File: src/hw/rail_cfg_pkg.sv
// Purpose: Shared constants and types for the rail configuration register bank.
// Assumes: Byte-wide registers reached over a two-wire serial management bus.
// Notes: Every offset, mask, reset value and state code lives here.
package rail_cfg_pkg;

    // Register offsets on the serial bus.
    localparam logic [7:0] REG_SWITCH1_REGULATOR_CONFIG = 8'h14;
    localparam logic [7:0] REG_SWITCH2_REGULATOR_CONFIG = 8'h15;
    localparam logic [7:0] REG_RAIL_ENABLE = 8'h16;
    // Unlock register that arms one protected write.
    localparam logic [7:0] REG_PASSWORD = 8'h10;

    // Reset values.
    localparam logic [7:0] SWITCH1_CONFIG_RESET = 8'h26;
    localparam logic [7:0] SWITCH2_CONFIG_RESET = 8'h3f;
    localparam logic [7:0] RAIL_ENABLE_RESET = 8'h00;

    // Writable bits; everything outside a mask is reserved and reads zero.
    localparam logic [7:0] CONFIG_WRITE_MASK = 8'h3f;
    localparam logic [7:0] RAIL_ENABLE_WRITE_MASK = 8'h7f;

    // Field positions.
    localparam int CONFIG_MODE_BIT = 5;
    localparam int CONFIG_CODE_MSB = 4;
    localparam int ENABLE_SWITCH1_BIT = 6;
    localparam int ENABLE_SWITCH2_BIT = 5;

    // Width of a voltage code and of a target in millivolts.
    localparam int CODE_WIDTH = 5;
    localparam int MV_WIDTH = 12;

    // Bits per serial byte, counted before the acknowledge slot.
    localparam logic [3:0] BITS_PER_BYTE = 4'h8;

    // One rail's configuration as held in its register.
    typedef struct packed {
        logic regulator_mode;
        logic [CODE_WIDTH-1:0] voltage_code;
    } rail_config_t;

    // Serial engine states, Gray coded along the usual path.
    typedef enum logic [3:0] {
        ST_IDLE = 4'h0,
        ST_ADDR = 4'h1,
        ST_ADDR_ACK = 4'h3,
        ST_POINTER = 4'h2,
        ST_POINTER_ACK = 4'h6,
        ST_WRITE = 4'h7,
        ST_WRITE_ACK = 4'h5,
        ST_READ = 4'h4,
        ST_READ_ACK = 4'hc
    } bus_state_t;

endpackage : rail_cfg_pkg

File: src/hw/voltage_code_table.sv
// Purpose: Translate a five-bit regulator voltage code to a target in millivolts.
// Assumes: Combinational lookup; the caller registers the result.
// Notes: Code zero is 1500 mV and the all-ones code is 3300 mV.
`timescale 1ns/100ps
module voltage_code_table
(
    input wire logic [rail_cfg_pkg::CODE_WIDTH-1:0] code,
    output logic [rail_cfg_pkg::MV_WIDTH-1:0] millivolts
);

    // Fixed table; steps are uneven between 1.9 V and 2.4 V.
    always_comb
    begin
        case (code)
            5'h00: millivolts = 12'h5dc;
            5'h01: millivolts = 12'h60e;
            5'h02: millivolts = 12'h640;
            5'h03: millivolts = 12'h672;
            5'h04: millivolts = 12'h6a4;
            5'h05: millivolts = 12'h6d6;
            5'h06: millivolts = 12'h708;
            5'h07: millivolts = 12'h73a;
            5'h08: millivolts = 12'h76c;
            5'h09: millivolts = 12'h7d0;
            5'h0a: millivolts = 12'h834;
            5'h0b: millivolts = 12'h898;
            5'h0c: millivolts = 12'h8fc;
            5'h0d: millivolts = 12'h960;
            5'h0e: millivolts = 12'h992;
            5'h0f: millivolts = 12'h9c4;
            5'h10: millivolts = 12'h9f6;
            5'h11: millivolts = 12'ha28;
            5'h12: millivolts = 12'ha5a;
            5'h13: millivolts = 12'ha8c;
            5'h14: millivolts = 12'habe;
            5'h15: millivolts = 12'haf0;
            5'h16: millivolts = 12'hb22;
            5'h17: millivolts = 12'hb54;
            5'h18: millivolts = 12'hb86;
            5'h19: millivolts = 12'hbb8;
            5'h1a: millivolts = 12'hbea;
            5'h1b: millivolts = 12'hc1c;
            5'h1c: millivolts = 12'hc4e;
            5'h1d: millivolts = 12'hc80;
            5'h1e: millivolts = 12'hcb2;
            5'h1f: millivolts = 12'hce4;
            default: millivolts = 12'hce4;
        endcase
    end

endmodule : voltage_code_table

File: src/hw/load_switch_regulator_config_regs.sv
// Purpose: Serial-bus register bank for two switch-or-regulator FETs and the rail enable byte.
// Assumes: Bus pins are asynchronous to clk and are sampled through two flip-flops.
// Notes: Writes to the three protected registers need a fresh unlock before each write.
`timescale 1ns/100ps

module load_switch_regulator_config_regs
#(
    parameter logic [6:0] DEVICE_ADDRESS = 7'h48,
    parameter logic [7:0] PASSWORD_KEY = 8'h5a
)
(
    input wire logic clk,
    input wire logic srst,
    input wire logic scl_in,
    input wire logic sda_in,
    output logic sda_out,
    output logic sda_oe,
    input wire logic power_enable_pin,
    output logic load_switch_one_on,
    output logic load_switch_two_on,
    output logic switch1_mode_select,
    output logic switch2_mode_select,
    output logic [rail_cfg_pkg::MV_WIDTH-1:0] linear_regulator_three_mv,
    output logic [rail_cfg_pkg::MV_WIDTH-1:0] linear_regulator_four_mv
);

    // Synchroniser stages; the meta stages feed only the sync stages.
    logic scl_meta, scl_sync, scl_prev, sda_meta, sda_sync, sda_prev, pwr_meta, pwr_sync;
    logic next_scl_meta, next_scl_sync, next_scl_prev, next_sda_meta, next_sda_sync, next_sda_prev;
    logic next_pwr_meta, next_pwr_sync;

    // Serial engine state.
    rail_cfg_pkg::bus_state_t state, next_state;
    logic [3:0] bit_count, next_bit_count;
    logic [7:0] shifter, next_shifter, pointer, next_pointer;
    logic read_request, next_read_request, unlocked, next_unlocked, next_sda_out, next_sda_oe;

    // Register contents, stored already masked.
    logic [7:0] switch1_regulator_config, switch2_regulator_config, rail_enable;
    logic [7:0] next_switch1_regulator_config, next_switch2_regulator_config, next_rail_enable;

    // Registered outputs toward the analog side.
    logic next_load_switch_one_on, next_load_switch_two_on, next_switch1_mode_select, next_switch2_mode_select;
    logic [rail_cfg_pkg::MV_WIDTH-1:0] next_linear_regulator_three_mv, next_linear_regulator_four_mv;

    // Unpacked views of the two configuration bytes.
    rail_cfg_pkg::rail_config_t rail3_cfg, rail4_cfg;
    logic [rail_cfg_pkg::MV_WIDTH-1:0] rail3_table_mv, rail4_table_mv;

    // Bus events decoded from the synchronised pins.
    logic scl_rise, scl_fall, bus_start, bus_stop;

    assign scl_rise = scl_sync & ~scl_prev;
    assign scl_fall = ~scl_sync & scl_prev;
    assign bus_start = scl_sync & scl_prev & sda_prev & ~sda_sync;
    assign bus_stop = scl_sync & scl_prev & ~sda_prev & sda_sync;

    assign rail3_cfg = rail_cfg_pkg::rail_config_t'(switch1_regulator_config[rail_cfg_pkg::CONFIG_MODE_BIT:0]);
    assign rail4_cfg = rail_cfg_pkg::rail_config_t'(switch2_regulator_config[rail_cfg_pkg::CONFIG_MODE_BIT:0]);

    // Read decode; unmapped offsets and the unlock register read as zero.
    function automatic logic [7:0] read_value(input logic [7:0] offset, input logic [7:0] cfg1,
                                              input logic [7:0] cfg2, input logic [7:0] enables);
        case (offset)
            rail_cfg_pkg::REG_SWITCH1_REGULATOR_CONFIG: read_value = cfg1 & rail_cfg_pkg::CONFIG_WRITE_MASK;
            rail_cfg_pkg::REG_SWITCH2_REGULATOR_CONFIG: read_value = cfg2 & rail_cfg_pkg::CONFIG_WRITE_MASK;
            rail_cfg_pkg::REG_RAIL_ENABLE: read_value = enables & rail_cfg_pkg::RAIL_ENABLE_WRITE_MASK;
            default: read_value = 8'h00;
        endcase
    endfunction : read_value

    // True for offsets that only an unlocked write may change.
    function automatic logic is_protected(input logic [7:0] offset);
        is_protected = (offset == rail_cfg_pkg::REG_SWITCH1_REGULATOR_CONFIG) ||
                       (offset == rail_cfg_pkg::REG_SWITCH2_REGULATOR_CONFIG) ||
                       (offset == rail_cfg_pkg::REG_RAIL_ENABLE);
    endfunction : is_protected

    // Both rails share one table shape, so one module is placed twice.
    voltage_code_table rail3_table
    (
        .code(rail3_cfg.voltage_code),
        .millivolts(rail3_table_mv)
    );

    voltage_code_table rail4_table
    (
        .code(rail4_cfg.voltage_code),
        .millivolts(rail4_table_mv)
    );

    // Next values for the synchronisers, the serial engine, the registers and the outputs.
    always_comb
    begin
        next_scl_meta = scl_in;
        next_scl_sync = scl_meta;
        next_scl_prev = scl_sync;
        next_sda_meta = sda_in;
        next_sda_sync = sda_meta;
        next_sda_prev = sda_sync;
        next_pwr_meta = power_enable_pin;
        next_pwr_sync = pwr_meta;
        next_state = state;
        next_bit_count = bit_count;
        next_shifter = shifter;
        next_pointer = pointer;
        next_read_request = read_request;
        next_unlocked = unlocked;
        next_sda_out = 1'b0;
        next_sda_oe = sda_oe;
        next_switch1_regulator_config = switch1_regulator_config;
        next_switch2_regulator_config = switch2_regulator_config;
        next_rail_enable = rail_enable;
        if (bus_start)
        begin
            // A start, repeated or not, always restarts address reception.
            next_state = rail_cfg_pkg::ST_ADDR;
            next_bit_count = 4'h0;
            next_sda_oe = 1'b0;
        end
        else if (bus_stop)
        begin
            // A stop frees the line; the unlock survives so it may precede a new frame.
            next_state = rail_cfg_pkg::ST_IDLE;
            next_sda_oe = 1'b0;
        end
        else
        begin
            case (state)
                rail_cfg_pkg::ST_IDLE:
                begin
                    // Wait for a start.
                    next_sda_oe = 1'b0;
                end
                rail_cfg_pkg::ST_ADDR, rail_cfg_pkg::ST_POINTER, rail_cfg_pkg::ST_WRITE:
                begin
                    // Bits are taken while the clock rises, most significant first.
                    if (scl_rise)
                    begin
                        next_shifter = {shifter[6:0], sda_sync};
                        next_bit_count = bit_count + 4'h1;
                    end
                    else if (scl_fall && bit_count == rail_cfg_pkg::BITS_PER_BYTE)
                    begin
                        next_bit_count = 4'h0;
                        next_sda_oe = 1'b1;
                        if (state == rail_cfg_pkg::ST_ADDR)
                        begin
                            // Only our own address is acknowledged; others are left alone.
                            if (shifter[7:1] == DEVICE_ADDRESS)
                            begin
                                next_read_request = shifter[0];
                                next_state = rail_cfg_pkg::ST_ADDR_ACK;
                            end
                            else
                            begin
                                next_sda_oe = 1'b0;
                                next_state = rail_cfg_pkg::ST_IDLE;
                            end
                        end
                        else if (state == rail_cfg_pkg::ST_POINTER)
                        begin
                            next_pointer = shifter;
                            next_state = rail_cfg_pkg::ST_POINTER_ACK;
                        end
                        else
                        begin
                            // Every written byte consumes the unlock, accepted or not.
                            next_unlocked = 1'b0;
                            if (pointer == rail_cfg_pkg::REG_PASSWORD)
                            begin
                                next_unlocked = (shifter == PASSWORD_KEY);
                            end
                            else if (is_protected(pointer) && unlocked)
                            begin
                                case (pointer)
                                    rail_cfg_pkg::REG_SWITCH1_REGULATOR_CONFIG:
                                    begin
                                        // Mode and code update; reserved bits stay zero.
                                        next_switch1_regulator_config = shifter & rail_cfg_pkg::CONFIG_WRITE_MASK;
                                    end
                                    rail_cfg_pkg::REG_SWITCH2_REGULATOR_CONFIG:
                                    begin
                                        next_switch2_regulator_config = shifter & rail_cfg_pkg::CONFIG_WRITE_MASK;
                                    end
                                    default:
                                    begin
                                        next_rail_enable = shifter & rail_cfg_pkg::RAIL_ENABLE_WRITE_MASK;
                                    end
                                endcase
                            end
                            // Bursts walk through consecutive offsets.
                            next_pointer = pointer + 8'h01;
                            next_state = rail_cfg_pkg::ST_WRITE_ACK;
                        end
                    end
                end
                rail_cfg_pkg::ST_ADDR_ACK, rail_cfg_pkg::ST_POINTER_ACK, rail_cfg_pkg::ST_WRITE_ACK, rail_cfg_pkg::ST_READ_ACK:
                begin
                    // On a read, a high acknowledge slot from the host ends the transfer.
                    if (state == rail_cfg_pkg::ST_READ_ACK && scl_rise && sda_sync)
                    begin
                        next_state = rail_cfg_pkg::ST_IDLE;
                    end
                    else if (scl_fall)
                    begin
                        next_sda_oe = 1'b0;
                        next_bit_count = 4'h0;
                        if ((state == rail_cfg_pkg::ST_ADDR_ACK && read_request) || state == rail_cfg_pkg::ST_READ_ACK)
                        begin
                            // Load the byte and put its first bit on the line at once.
                            next_shifter = read_value(pointer, switch1_regulator_config, switch2_regulator_config,
                                                      rail_enable);
                            next_sda_oe = ~next_shifter[7];
                            next_pointer = pointer + 8'h01;
                            next_state = rail_cfg_pkg::ST_READ;
                        end
                        else if (state == rail_cfg_pkg::ST_ADDR_ACK)
                        begin
                            next_state = rail_cfg_pkg::ST_POINTER;
                        end
                        else
                        begin
                            next_state = rail_cfg_pkg::ST_WRITE;
                        end
                    end
                end
                rail_cfg_pkg::ST_READ:
                begin
                    // Low bits are driven by enabling the pull-down only.
                    if (scl_rise)
                    begin
                        next_bit_count = bit_count + 4'h1;
                    end
                    else if (scl_fall)
                    begin
                        if (bit_count == rail_cfg_pkg::BITS_PER_BYTE)
                        begin
                            next_sda_oe = 1'b0;
                            next_state = rail_cfg_pkg::ST_READ_ACK;
                        end
                        else
                        begin
                            next_shifter = {shifter[6:0], 1'b0};
                            next_sda_oe = ~shifter[6];
                        end
                    end
                end
                default:
                begin
                    next_state = rail_cfg_pkg::ST_IDLE;
                    next_sda_oe = 1'b0;
                end
            endcase
        end
        // The first FET conducts only with its enable bit and the pin both high.
        next_load_switch_one_on = rail_enable[rail_cfg_pkg::ENABLE_SWITCH1_BIT] & pwr_sync;
        next_load_switch_two_on = rail_enable[rail_cfg_pkg::ENABLE_SWITCH2_BIT] & pwr_sync;
        next_switch1_mode_select = rail3_cfg.regulator_mode;
        next_switch2_mode_select = rail4_cfg.regulator_mode;
        // The target is meaningful only in regulator mode, so it reads zero as a switch.
        next_linear_regulator_three_mv = rail3_cfg.regulator_mode ? rail3_table_mv : 12'h000;
        next_linear_regulator_four_mv = rail4_cfg.regulator_mode ? rail4_table_mv : 12'h000;
    end

    // State registers; reset loads the documented power-up contents.
    always_ff @(posedge clk)
    begin
        if (srst)
        begin
            scl_meta <= 1'b1;
            scl_sync <= 1'b1;
            scl_prev <= 1'b1;
            sda_meta <= 1'b1;
            sda_sync <= 1'b1;
            sda_prev <= 1'b1;
            pwr_meta <= 1'b0;
            pwr_sync <= 1'b0;
            state <= rail_cfg_pkg::ST_IDLE;
            bit_count <= 4'h0;
            shifter <= 8'h00;
            pointer <= 8'h00;
            read_request <= 1'b0;
            unlocked <= 1'b0;
            sda_out <= 1'b0;
            sda_oe <= 1'b0;
            switch1_regulator_config <= rail_cfg_pkg::SWITCH1_CONFIG_RESET;
            switch2_regulator_config <= rail_cfg_pkg::SWITCH2_CONFIG_RESET;
            rail_enable <= rail_cfg_pkg::RAIL_ENABLE_RESET;
            load_switch_one_on <= 1'b0;
            load_switch_two_on <= 1'b0;
            switch1_mode_select <= 1'b0;
            switch2_mode_select <= 1'b0;
            linear_regulator_three_mv <= 12'h000;
            linear_regulator_four_mv <= 12'h000;
        end
        else
        begin
            scl_meta <= next_scl_meta;
            scl_sync <= next_scl_sync;
            scl_prev <= next_scl_prev;
            sda_meta <= next_sda_meta;
            sda_sync <= next_sda_sync;
            sda_prev <= next_sda_prev;
            pwr_meta <= next_pwr_meta;
            pwr_sync <= next_pwr_sync;
            state <= next_state;
            bit_count <= next_bit_count;
            shifter <= next_shifter;
            pointer <= next_pointer;
            read_request <= next_read_request;
            unlocked <= next_unlocked;
            sda_out <= next_sda_out;
            sda_oe <= next_sda_oe;
            switch1_regulator_config <= next_switch1_regulator_config;
            switch2_regulator_config <= next_switch2_regulator_config;
            rail_enable <= next_rail_enable;
            load_switch_one_on <= next_load_switch_one_on;
            load_switch_two_on <= next_load_switch_two_on;
            switch1_mode_select <= next_switch1_mode_select;
            switch2_mode_select <= next_switch2_mode_select;
            linear_regulator_three_mv <= next_linear_regulator_three_mv;
            linear_regulator_four_mv <= next_linear_regulator_four_mv;
        end
    end

endmodule : load_switch_regulator_config_regs

File: config.mk
export PLATFORM = sky130hd
export DESIGN_NAME = load_switch_regulator_config_regs
export DESIGN_NICKNAME = d
export VERILOG_FILES = /design/src/hw/rail_cfg_pkg.sv /design/src/hw/voltage_code_table.sv /design/src/hw/load_switch_regulator_config_regs.sv
export SDC_FILE = /design/constraint.sdc
export NUM_CORES = 1
export LEC_CHECK = 0
export BUFFER_PORTS_ARGS = -buffer_cell sky130_fd_sc_hd__buf_2
export CAP_MARGIN = 5
export CORE_AREA = 2 2 104 106
export CTS_BUF_LIST = sky130_fd_sc_hd__clkbuf_4 sky130_fd_sc_hd__clkbuf_8 sky130_fd_sc_hd__clkbuf_16
export DETAILED_ROUTE_END_ITERATION = 8
export DIE_AREA = 0 0 106 108
export PLACE_DENSITY = 0.66
export RECOVER_POWER = 25
export SYNTH_ARGS = -nofsm -noshare
export SYNTH_HDL_FRONTEND = slang
export SYNTH_SLANG_ARGS = --single-unit
export TNS_END_PERCENT = 100
File: constraint.sdc
create_clock -name clk -period 3.2 [get_ports clk]
set_input_delay 0.96 -clock clk [delete_from_list [all_inputs] [get_ports clk]]
set_output_delay 0.96 -clock clk [all_outputs]
set_load 0.02 [all_outputs]
# [After elaboration in Yosys (flattened, before gate mapping)]
# Memory sizes are Yosys's and may differ from the RTL's. A register that Yosys moved wholly into a read port is not among the register bits.
# Cells that the tools add are included.
[word_totals] register_bits=82 romBits=704 inputBits=5 out_inout_bits=30 mem_count=2
[mem_list] name="(no name shown)" depth=32 width=11 rd=1 rd_clocked_by_memory_dff=1 wr=0 line="voltage_code_table.sv:14" text="case (code)"
[mem_list] name="(no name shown)" depth=32 width=11 rd=1 rd_clocked_by_memory_dff=1 wr=0 line="voltage_code_table.sv:14"
[classes] addsub=2 n_eq_ne=36 mux=56 bitwise_logic=25 reduce_logical=29
[op_table] cell="2-to-1 mux 8 bit" count=20
[op_table] cell="2-to-1 mux 4 bit" count=13
[op_table] cell="AND reduction 10 bit" count=4
[op_table] cell="== test 8 x 5 -> 1 bit, second input constant" count=4
[op_table] cell="AND reduction 7 bit" count=4
[op_table] cell="!= test 2 bit, second input constant" count=12
[op_table] cell="case mux 8 bit (3 select lines)" count=1
[op_table] cell="case mux 7 bit (3 select lines)" count=1
[op_table] cell="!= test 4 bit, second input constant" count=5
[op_table] cell="== test 4 x 3 -> 1 bit, second input constant" count=4
[op_table] cell="inverter 1 bit" count=16
[op_table] cell="case mux 4 bit (4 select lines)" count=1
[op_table] cell="case mux 8 bit (2 select lines)" count=1
[op_table] cell="2-to-1 mux 1 bit" count=13
[op_table] cell="case mux 4 bit (3 select lines)" count=1
[op_table] cell="AND reduction 6 bit" count=2
[op_table] cell="bitwise AND 1 bit" count=9
[op_table] cell="!= test 3 bit, second input constant" count=3
[op_table] cell="AND reduction 9 bit" count=1
[op_table] cell="adder 8 x 1 -> 8 bit, second input constant" count=1
[op_table] cell="== test 4 x 2 -> 1 bit, second input constant" count=2
[op_table] cell="== test 4 bit, second input constant" count=2
[op_table] cell="== test 8 x 7 -> 1 bit, second input constant" count=1
[op_table] cell="OR reduction 2 bit" count=4
[op_table] cell="other kinds (14)" count=23

# [Logic depth before layout (Yosys ltp)]
# Gate-level depths: netlist of the first run.
[depth] depth_word=14 depth_mapped=8 ltp_nobuf=7

# [Hierarchy]
# From an unflattened synthesis of the first run, not the netlist that was laid out.
[unflattened] hier_cells=594 hier_area_um2=5258.8
[modules_own_cells] module="load_switch_regulator_config_regs" n_inst=1 cells_per_inst=434 area_per_inst_um2=4052.6 seq_area_each_um2=1641.6
[modules_own_cells] module="voltage_code_table" n_inst=2 cells_per_inst=80 area_per_inst_um2=603.1 seq_area_each_um2=0.0

# [Worst setup path after synthesis of the first run]
# Ideal clock, no wire load.
[synth_timing] path_type="register to register" startpoint="register bit_count[0]" endpoint="register state[0]" setup_time_ps=78 arrival_time_ps=1977 required_time_ps=3122 slack_ps=1145 stages_incl_launch_ff=8 path_cell_list="dfxtp_1 inv_1 ha_1 and3b_1 and3_1 or4_4 a311o_1 a32oi_1"
[synth_between] elab_chain_cells=4 word_cells_on_any_way=5
[synth_lines] item="from (decl)" line="load_switch_regulator_config_regs.sv:34" text="logic [3:0] bit_count, next_bit_count;"
[synth_lines] item="from (signal assigned)" line="load_switch_regulator_config_regs.sv:308" text="bit_count <= next_bit_count;"
[synth_lines] item="== test 4 bit (*)" line="load_switch_regulator_config_regs.sv:143, load_switch_regulator_config_regs.sv:237"
[synth_lines] item="logical AND 1 bit" line="load_switch_regulator_config_regs.sv:143" text="else if (scl_fall && bit_count == rail_cfg_pkg::BITS_PER_BYTE)"
[synth_lines] item="!= test 4 bit (no source line)"
[synth_lines] item="AND reduction 7 bit (no source line) (*)"
[synth_lines] item="to (signal assigned)" line="load_switch_regulator_config_regs.sv:279" text="state <= rail_cfg_pkg::ST_IDLE;"
[synth_lines] item="to (signal assigned)" line="load_switch_regulator_config_regs.sv:307" text="state <= next_state;"
[synth_lines] item="to (decl)" line="load_switch_regulator_config_regs.sv:33" text="rail_cfg_pkg::bus_state_t state, next_state;"
# Mark *: on every way between the ends. The rest lies on a longest branch, timed or not.
# A chain may end at the register's enable or synchronous reset.

# [Final worst setup path of the first run]
[layout_timing] startpoint="register state[1]" endpoint="register shifter[7]"
[layout_between] elab_chain_cells=5 word_cells_on_any_way=24
[layout_lines] item="== test 4 x 2 -> 1 bit / == test 4 bit (equally long branches)" line="load_switch_regulator_config_regs.sv:129, load_switch_regulator_config_regs.sv:209, load_switch_regulator_config_regs.sv:201"
[layout_lines] item="logical AND 1 bit (on tied branches)" line="load_switch_regulator_config_regs.sv:209, load_switch_regulator_config_regs.sv:201"
[layout_lines] item="logical OR 1 bit / logical AND 1 bit (equally long branches)" line="load_switch_regulator_config_regs.sv:209, load_switch_regulator_config_regs.sv:201"
[layout_lines] item="!= test 2 bit (no source line)"
[layout_lines] item="AND reduction 10 bit (no source line)"
[layout_lines] item="to (signal assigned)" line="load_switch_regulator_config_regs.sv:309" text="shifter <= next_shifter;"
[layout_lines] item="to (decl)" line="load_switch_regulator_config_regs.sv:35" text="logic [7:0] shifter, next_shifter, pointer, next_pointer;"
# Several ways; a longest one is shown, not always the timed one.

==> impl_metrics.py, run 1 <==
metrics = {
    "clocking": {
        "cts_setup_buffers": 0,
        "clk_path_buf_depth": 2,
        "post_cts_resized": 0,
        "clk_pin_slew_worst_paths_ps": 90,
        "cts_sinks": 80,
        "cts_buffers": 9,
        "cts.htree.levels": 3,
        "cts_hold_buf": 0,
        "clk_latency_ps": 360,
        "cts_tree": "built",
        "root_buffer": "clkbuf_8",
    },
    "power": {
        "p_int_mw": 1.58,
        "seq_power_share_pct": 50.0,
        "power.density_nw_per_um2": 377,
        "power.switching_mw": 0.464,
        "power.leakage_nw": 2.22,
        "peakVddDrop_uv": 310,
        "combinationalPowerShare_pct": 5.3,
        "switching_share_pct": 22.8,
        "clkPwrFrac_pct": 44.7,
    },
    "setup_path": {
        "max_stage_delay_ps": 830,
        "crit_chain": "xor2_1, o21ai_0, a21o_1, a21oi_2, mux2_1",
        "cpMaxStageDelayCell": "dfxtp_1",
        "crit_path_max_fanout": 24,
        "path_class": "reg -> reg",
        "critPathLaunchType": "flip-flop",
        "endpoint_kind": "flip-flop",
        "cp_top_family": "flip-flops",
        "worstPathRequired_ps": 3440,
        "critPathArrivalTime_ps": 2800,
        "crit_buf_inv": 0,
    },
    "route": {
        "viasPerCell": 5.98,
        "drc": 0,
        "wl_per_cell_um": 16.0,
        "ant_nets": 0,
        "first_iter_violations": 406,
        "wirelength_um": 12000,
        "vias": 4467,
        "dr.pass1.iters": 5,
    },
    "grt": {
        "first_global_vias": 4158,
        "overflow": 0,
        "grt_pass1_wl_um": 20000,
        "grt_usage_pct": 21.3,
        "grt_max_degree": 33,
        "antenna_found_initial": 0,
    },
    "floorplanning": {
        "fp-row-count": 37,
        "io_pins": 35,
        "die-area_um2": 11400,
        "initial_core_util_pct": 48.9,
        "coreArea_um2": 10200,
        "die_w_um": 106,
        "die_h_um": 108,
    },
    "timing": {
        "slew-limit-headroom_pct": 10.3,
        "fmax_mhz": 391,
        "rsz0062_at_grt": "no",
        "hold_ws_ps": 397,
        "setup_viol_count_final": 0,
        "final_max_slew_viol_count": 0,
        "setup-tns-final_ps": 0,
        "period_share_pct": 80.0,
        "clock_skew_ps": 11.5,
        "fin_crit_ps": 2560,
        "finalHoldViolCount": 0,
        "tightest_slew_ps": 1350,
    },
    "outcome": {
        "status": "complete, no violations",
    },
    "yosys": {
        "syn-cell-area_um2": 5000,
        "synth_enable_flop_cells": 0,
        "yosys_register_bits": 80,
        "yosysWarnings": 0,
        "ys_seq_area_share_pct": 32.0,
        "synthCells": 605,
        "yosys.cell_types.count": 82,
        "async_reset_ff_share_pct": 0,
        "avgSynthCellArea_um2": 8.27,
        "ys.flop_type": "dfxtp_1",
    },
    "finish": {
        "antenna_cells": 0,
        "design_area_um2": 5410,
        "layout_commonest_cell": "dfxtp_1",
        "area_delta_synth_final_pct": 8.08,
        "register_area_um2": 1600,
        "mostFrequentLayoutCells": "80 x dfxtp_1, 56 x nor2_1, 51 x nand2_1",
        "fill_cells": 974,
        "nets": 633,
        "multi_input_area_um2": 3090,
        "fin_util_pct": 52.8,
        "layout-drive-gt1-share_pct": 11.5,
    },
    "place": {
        "hpwlAfterDp_um": 8350,
        "gp_congestion": 0.903,
        "placed_cell_area_um2": 5180,
        "io_buffers": 31,
    },
    "hold_path": {
        "worstHoldPathType": "reg -> reg",
    },
    "job": {
        "cap_viol_max_count": 0,
    },
}
-- routing by layer --
| metal | GRT usage, % | vias to the layer above | part of all wire [%] |
|---|---|---|---|
| met2 | 37.1 | 104 | 47 |
| li1 | - | 2222 | - |
| met5 | 0 | - | 0 |
| met1 | 26.9 | 2122 | 47 |
| met4 | 6.58 | 0 | 1.4 |
| met3 | 3.86 | 19 | 4.1 |
-- worst register-to-register path, cell delays in order (launching register included) --
cell and delay (ps):
dfxtp_1 830, xor2_1 470, o21ai_0 220, a21o_1 230
a21oi_2 350, mux2_1 360
-- Yosys cell counts, drive strengths merged (7+ instances only) --
cell	n	area [um2]
a211oi	19	148
a21oi	47	239
buf	18	91.3
clkbuf	34	129
dfxtp	80	1600
ha	22	275
inv	24	90.1
mux2i	26	260
nand2	51	191
nand2b	12	75.1
nand3	10	50.1
nor2	56	210
nor2b	11	68.8
nor3	9	45.0
nor4	10	68.8
o211ai	7	52.6
o21ai	29	149
o31ai	7	52.6
or2	8	50.1
-- final cells by class --
class / count / share of cell area (%)
flip-flops and latches: 80 / 29.6
repair buffers: 40 / 3.70
well taps: 136 / 3.15
inverters: 25 / 1.74
multi-input cells: 450 / 57.2
clock inverters: 6 / 2.13
clock buffers: 10 / 2.43
-- power groups by stage --
stage	clock network (mW)	registers, mW	logic [mW]
finish	0.912	1.02	0.107
detailed placement	0	1.04	0.108
global route	0.984	1.02	0.118
global placement	0	1.04	0.108
floorplan	0	1.05	0.0753
CTS	0.944	1.02	0.109
-- flip-flops by register name, indices dropped and copies added (netlist names), 4 cells and up --
signal,count
switch2_regulator_config,6
pointer,8
state,4
linear_regulator_three_mv,11
shifter,8
switch1_regulator_config,6
linear_regulator_four_mv,11
rail_enable,7
bit_count,4
-- final timing paths --
kind / cells after the start / slack (ps) / startpoint / endpoint
worst max register to register: 5 / 640 / state[1]$_SDFFE_PP0P_ / shifter[7]$_SDFFE_PP0P_
worst min-delay path: 1 / 400 / next_scl_sync$_SDFF_PP1_ / next_scl_prev$_SDFF_PP1_
worst max-delay path: 5 / 640 / state[1]$_SDFFE_PP0P_ / shifter[7]$_SDFFE_PP0P_
worst min register to register: 1 / 400 / next_scl_sync$_SDFF_PP1_ / next_scl_prev$_SDFF_PP1_
-- cells by family (layout without fill, tap and decap cells) --
family / after synthesis / after routing / synth area share [%]
AND/OR/NAND/NOR: 214 / 214 / 23.0
AO/OA/AOI/OAI: 170 / 170 / 23.5
flip-flops: 80 / 80 / 32.0
buffers and inverters: 77 / 81 / 6.28
multiplexers: 35 / 35 / 8.58
adder cells (fa/ha/maj): 22 / 22 / 5.50
XOR/XNOR: 6 / 6 / 1.05
other: 1 / 3 / 0.0750
-- through the flow --
step | worst slack (ps) | std cells | power (mW)
5_1_grt | 378 | 747 | 2.13
3_5_place_dp | 709 | 731 | 1.15
6_report | 640 | 747 | 2.04
4_1_cts | 675 | 747 | 2.07
3_3_place_gp | 736 | 731 | 1.15
2_1_floorplan | 1140 | 607 | 1.12
(Power assumes the default switching activity.)
==> run 2, diff against run 1 <==
--- a/config.mk
+++ b/config.mk
@@ -11,7 +11,7 @@
 export CTS_BUF_LIST = sky130_fd_sc_hd__clkbuf_4 sky130_fd_sc_hd__clkbuf_8 sky130_fd_sc_hd__clkbuf_16
 export DETAILED_ROUTE_END_ITERATION = 8
 export DIE_AREA = 0 0 106 108
-export PLACE_DENSITY = 0.66
+export PLACE_DENSITY = 0.69
 export RECOVER_POWER = 25
 export SYNTH_ARGS = -nofsm -noshare
 export SYNTH_HDL_FRONTEND = slang
==> constraint.sdc (replaced) <==
create_clock -name clk -period 2.1 [get_ports clk]
set_input_delay 0.63 -clock clk [delete_from_list [all_inputs] [get_ports clk]]
set_output_delay 0.63 -clock clk [all_outputs]
set_load 0.02 [all_outputs]
==> run 2 against run 1 <==
Critical path depth rose by 2. Total power rose by 40%. Global-route usage rose by 2.6 points. Highest routed layer unchanged.
==> impl_metrics.py, run 2 (synthesized netlist as in run 1, its figures left out) <==
metrics = {
    "power": {
        "peakVddDrop_uv": 268,
        "power.leakage_nw": 2.48,
        "design_power_total_mw": 2.86,
        "power.density_nw_per_um2": 488,
    },
    "floorplanning": {
        "die_h_um": 108,
        "initial_core_util_pct": 48.9,
        "die-area_um2": 11400,
        "die_w_um": 106,
        "io_pins": 35,
        "coreArea_um2": 10200,
        "fp-row-count": 37,
    },
    "timing": {
        "slew-limit-headroom_pct": 56.6,
        "tightest_slew_ps": 650,
        "setup_viol_count_final": 0,
        "fmax_mhz": 490,
        "period_share_pct": 97.2,
        "fin_crit_ps": 2040,
        "clock_skew_ps": 11.6,
        "final_max_slew_viol_count": 0,
        "finalHoldViolCount": 0,
        "rsz0062_at_grt": "yes",
    },
    "setup_path": {
        "endpoint_kind": "flip-flop",
        "r2r_setup_slack_ps": 60,
        "critPathLaunchType": "flip-flop",
        "r2r-start": "bit_count[1]$_SDFFE_PP0P_",
        "worstPathRequired_ps": 2400,
        "critPathArrivalTime_ps": 2340,
        "crit_path_max_fanout": 4,
        "timing.rr.end": "state[0]$_SDFFE_PP0P_",
        "r2r.worst_path.cells": 7,
        "path_class": "reg -> reg",
    },
    "clocking": {
        "clk_latency_ps": 370,
        "root_buffer": "clkbuf_8",
        "cts_tree": "built",
        "clk_pin_slew_worst_paths_ps": 100,
        "cts_buffers": 9,
        "cts.htree.levels": 3,
        "cts_sinks": 80,
        "clk_path_buf_depth": 2,
    },
    "route": {
        "dr.pass1.iters": 5,
        "wl_per_cell_um": 16.7,
        "drc": 0,
        "vias": 4791,
        "first_iter_violations": 380,
        "wirelength_um": 13400,
        "ant_nets": 0,
        "viasPerCell": 5.98,
    },
    "grt": {
        "antenna_found_initial": 0,
        "overflow": 0,
        "grt_usage_pct": 23.9,
        "grt_max_degree": 33,
        "grt_pass1_wl_um": 22000,
        "first_global_vias": 4488,
    },
    "finish": {
        "design_area_um2": 5860,
        "antenna_cells": 0,
        "layout-drive-gt1-share_pct": 20.2,
        "fill_cells": 963,
        "layout_commonest_cell": "dfxtp_1",
        "nets": 687,
        "reg_top3": "linear_regulator_four_mv x11, linear_regulator_three_mv x11",
        "mostFrequentLayoutCells": "78 x dfxtp_1, 56 x nor2_1, 54 x buf_4",
        "area_delta_synth_final_pct": 17.1,
    },
    "hold_path": {
        "holdPathEnd": "next_sda_prev$_SDFF_PP1_",
        "worstHoldPathType": "reg -> reg",
        "hp-start": "next_sda_sync$_SDFF_PP1_",
        "hold-path-cell-count": 1,
    },
    "place": {
        "gp_congestion": 0.940,
        "hpwlAfterDp_um": 9410,
        "io_buffers": 31,
        "placed_cell_area_um2": 5580,
    },
    "job": {
        "cap_viol_max_count": 0,
    },
    "outcome": {
        "status": "complete, no violations",
    },
}
run 2: layout make-up:
class | instances | area [um2] | share of cell area (%)
Multi-Input combinational cell | 450 | 3160 | 54.0
Sequential cell | 80 | 1600 | 27.4
Timing Repair Buffer | 94 | 644 | 11.0
Tap cell | 136 | 170 | 2.90
Clock buffer | 9 | 124 | 2.11
Inverter | 25 | 93.8 | 1.60
Clock inverter | 7 | 61.3 | 1.05
run 2: stage by stage:
step | hold slack (ps) | setup slack (ps) | util, % | instances | TNS, ps
floorplan | 389 | 44.7 | - | 607 | 0
global placement | 396 | -24.5 | 54.5 | 779 | -62.1
detailed placement | 400 | -82.1 | 54.5 | 779 | -510
CTS | 424 | 6.39 | 56.7 | 795 | 0
global route | 440 | -21.2 | 57.3 | 801 | -36.9
finish | 424 | 58.7 | 57.3 | 801 | 0
run 2: how the worst max path moves through the flow:
stage,to,from,cells after the start
floorplan,state[0]$_SDFFE_PP0P_,bit_count[0]$_SDFFE_PP0P_,7
global placement,rail_enable[5]$_SDFFE_PP0P_,bit_count[1]$_SDFFE_PP0P_,9
detailed placement,rail_enable[2]$_SDFFE_PP0P_,bit_count[1]$_SDFFE_PP0P_,9
CTS,rail_enable[2]$_SDFFE_PP0P_,bit_count[1]$_SDFFE_PP0P_,9
global route,state[0]$_SDFFE_PP0P_,bit_count[1]$_SDFFE_PP0P_,7
finish,state[0]$_SDFFE_PP0P_,bit_count[1]$_SDFFE_PP0P_,7
run 2: repair_timing:
action | 4_1_cts | 5_1_grt
buffers inserted | 0 | 6
gates resized for setup | 5 | 10
hold buffers | 0 | 0
endpoints found under the setup margin | 20 | 33
pin swaps | 0 | 4
run 2: critical path, cell delays in order (launching register included):
cell and delay (ps):
dfxtp_2 360, inv_1 50, ha_1 180, and3b_1 190
and3_4 180, or4_4 550, a311o_1 320, a32oi_1 140
run 2: power by group:
group,internal [mW],switching [mW]
sequential,1.54,0.0127
combinational,0.0696,0.129
clock,0.454,0.658
total,2.06,0.799
run 2: per-layer routing:
layer | wire length [um] | up-vias | share of wire [%] | global-route usage, %
met5 | 0 | - | 0 | 0
li1 | - | 2324 | - | -
met3 | 750 | 20 | 5.6 | 3.13
met1 | 5900 | 2268 | 44 | 30.8
met4 | 276 | 0 | 2.1 | 9.30
met2 | 6440 | 179 | 48 | 40.7
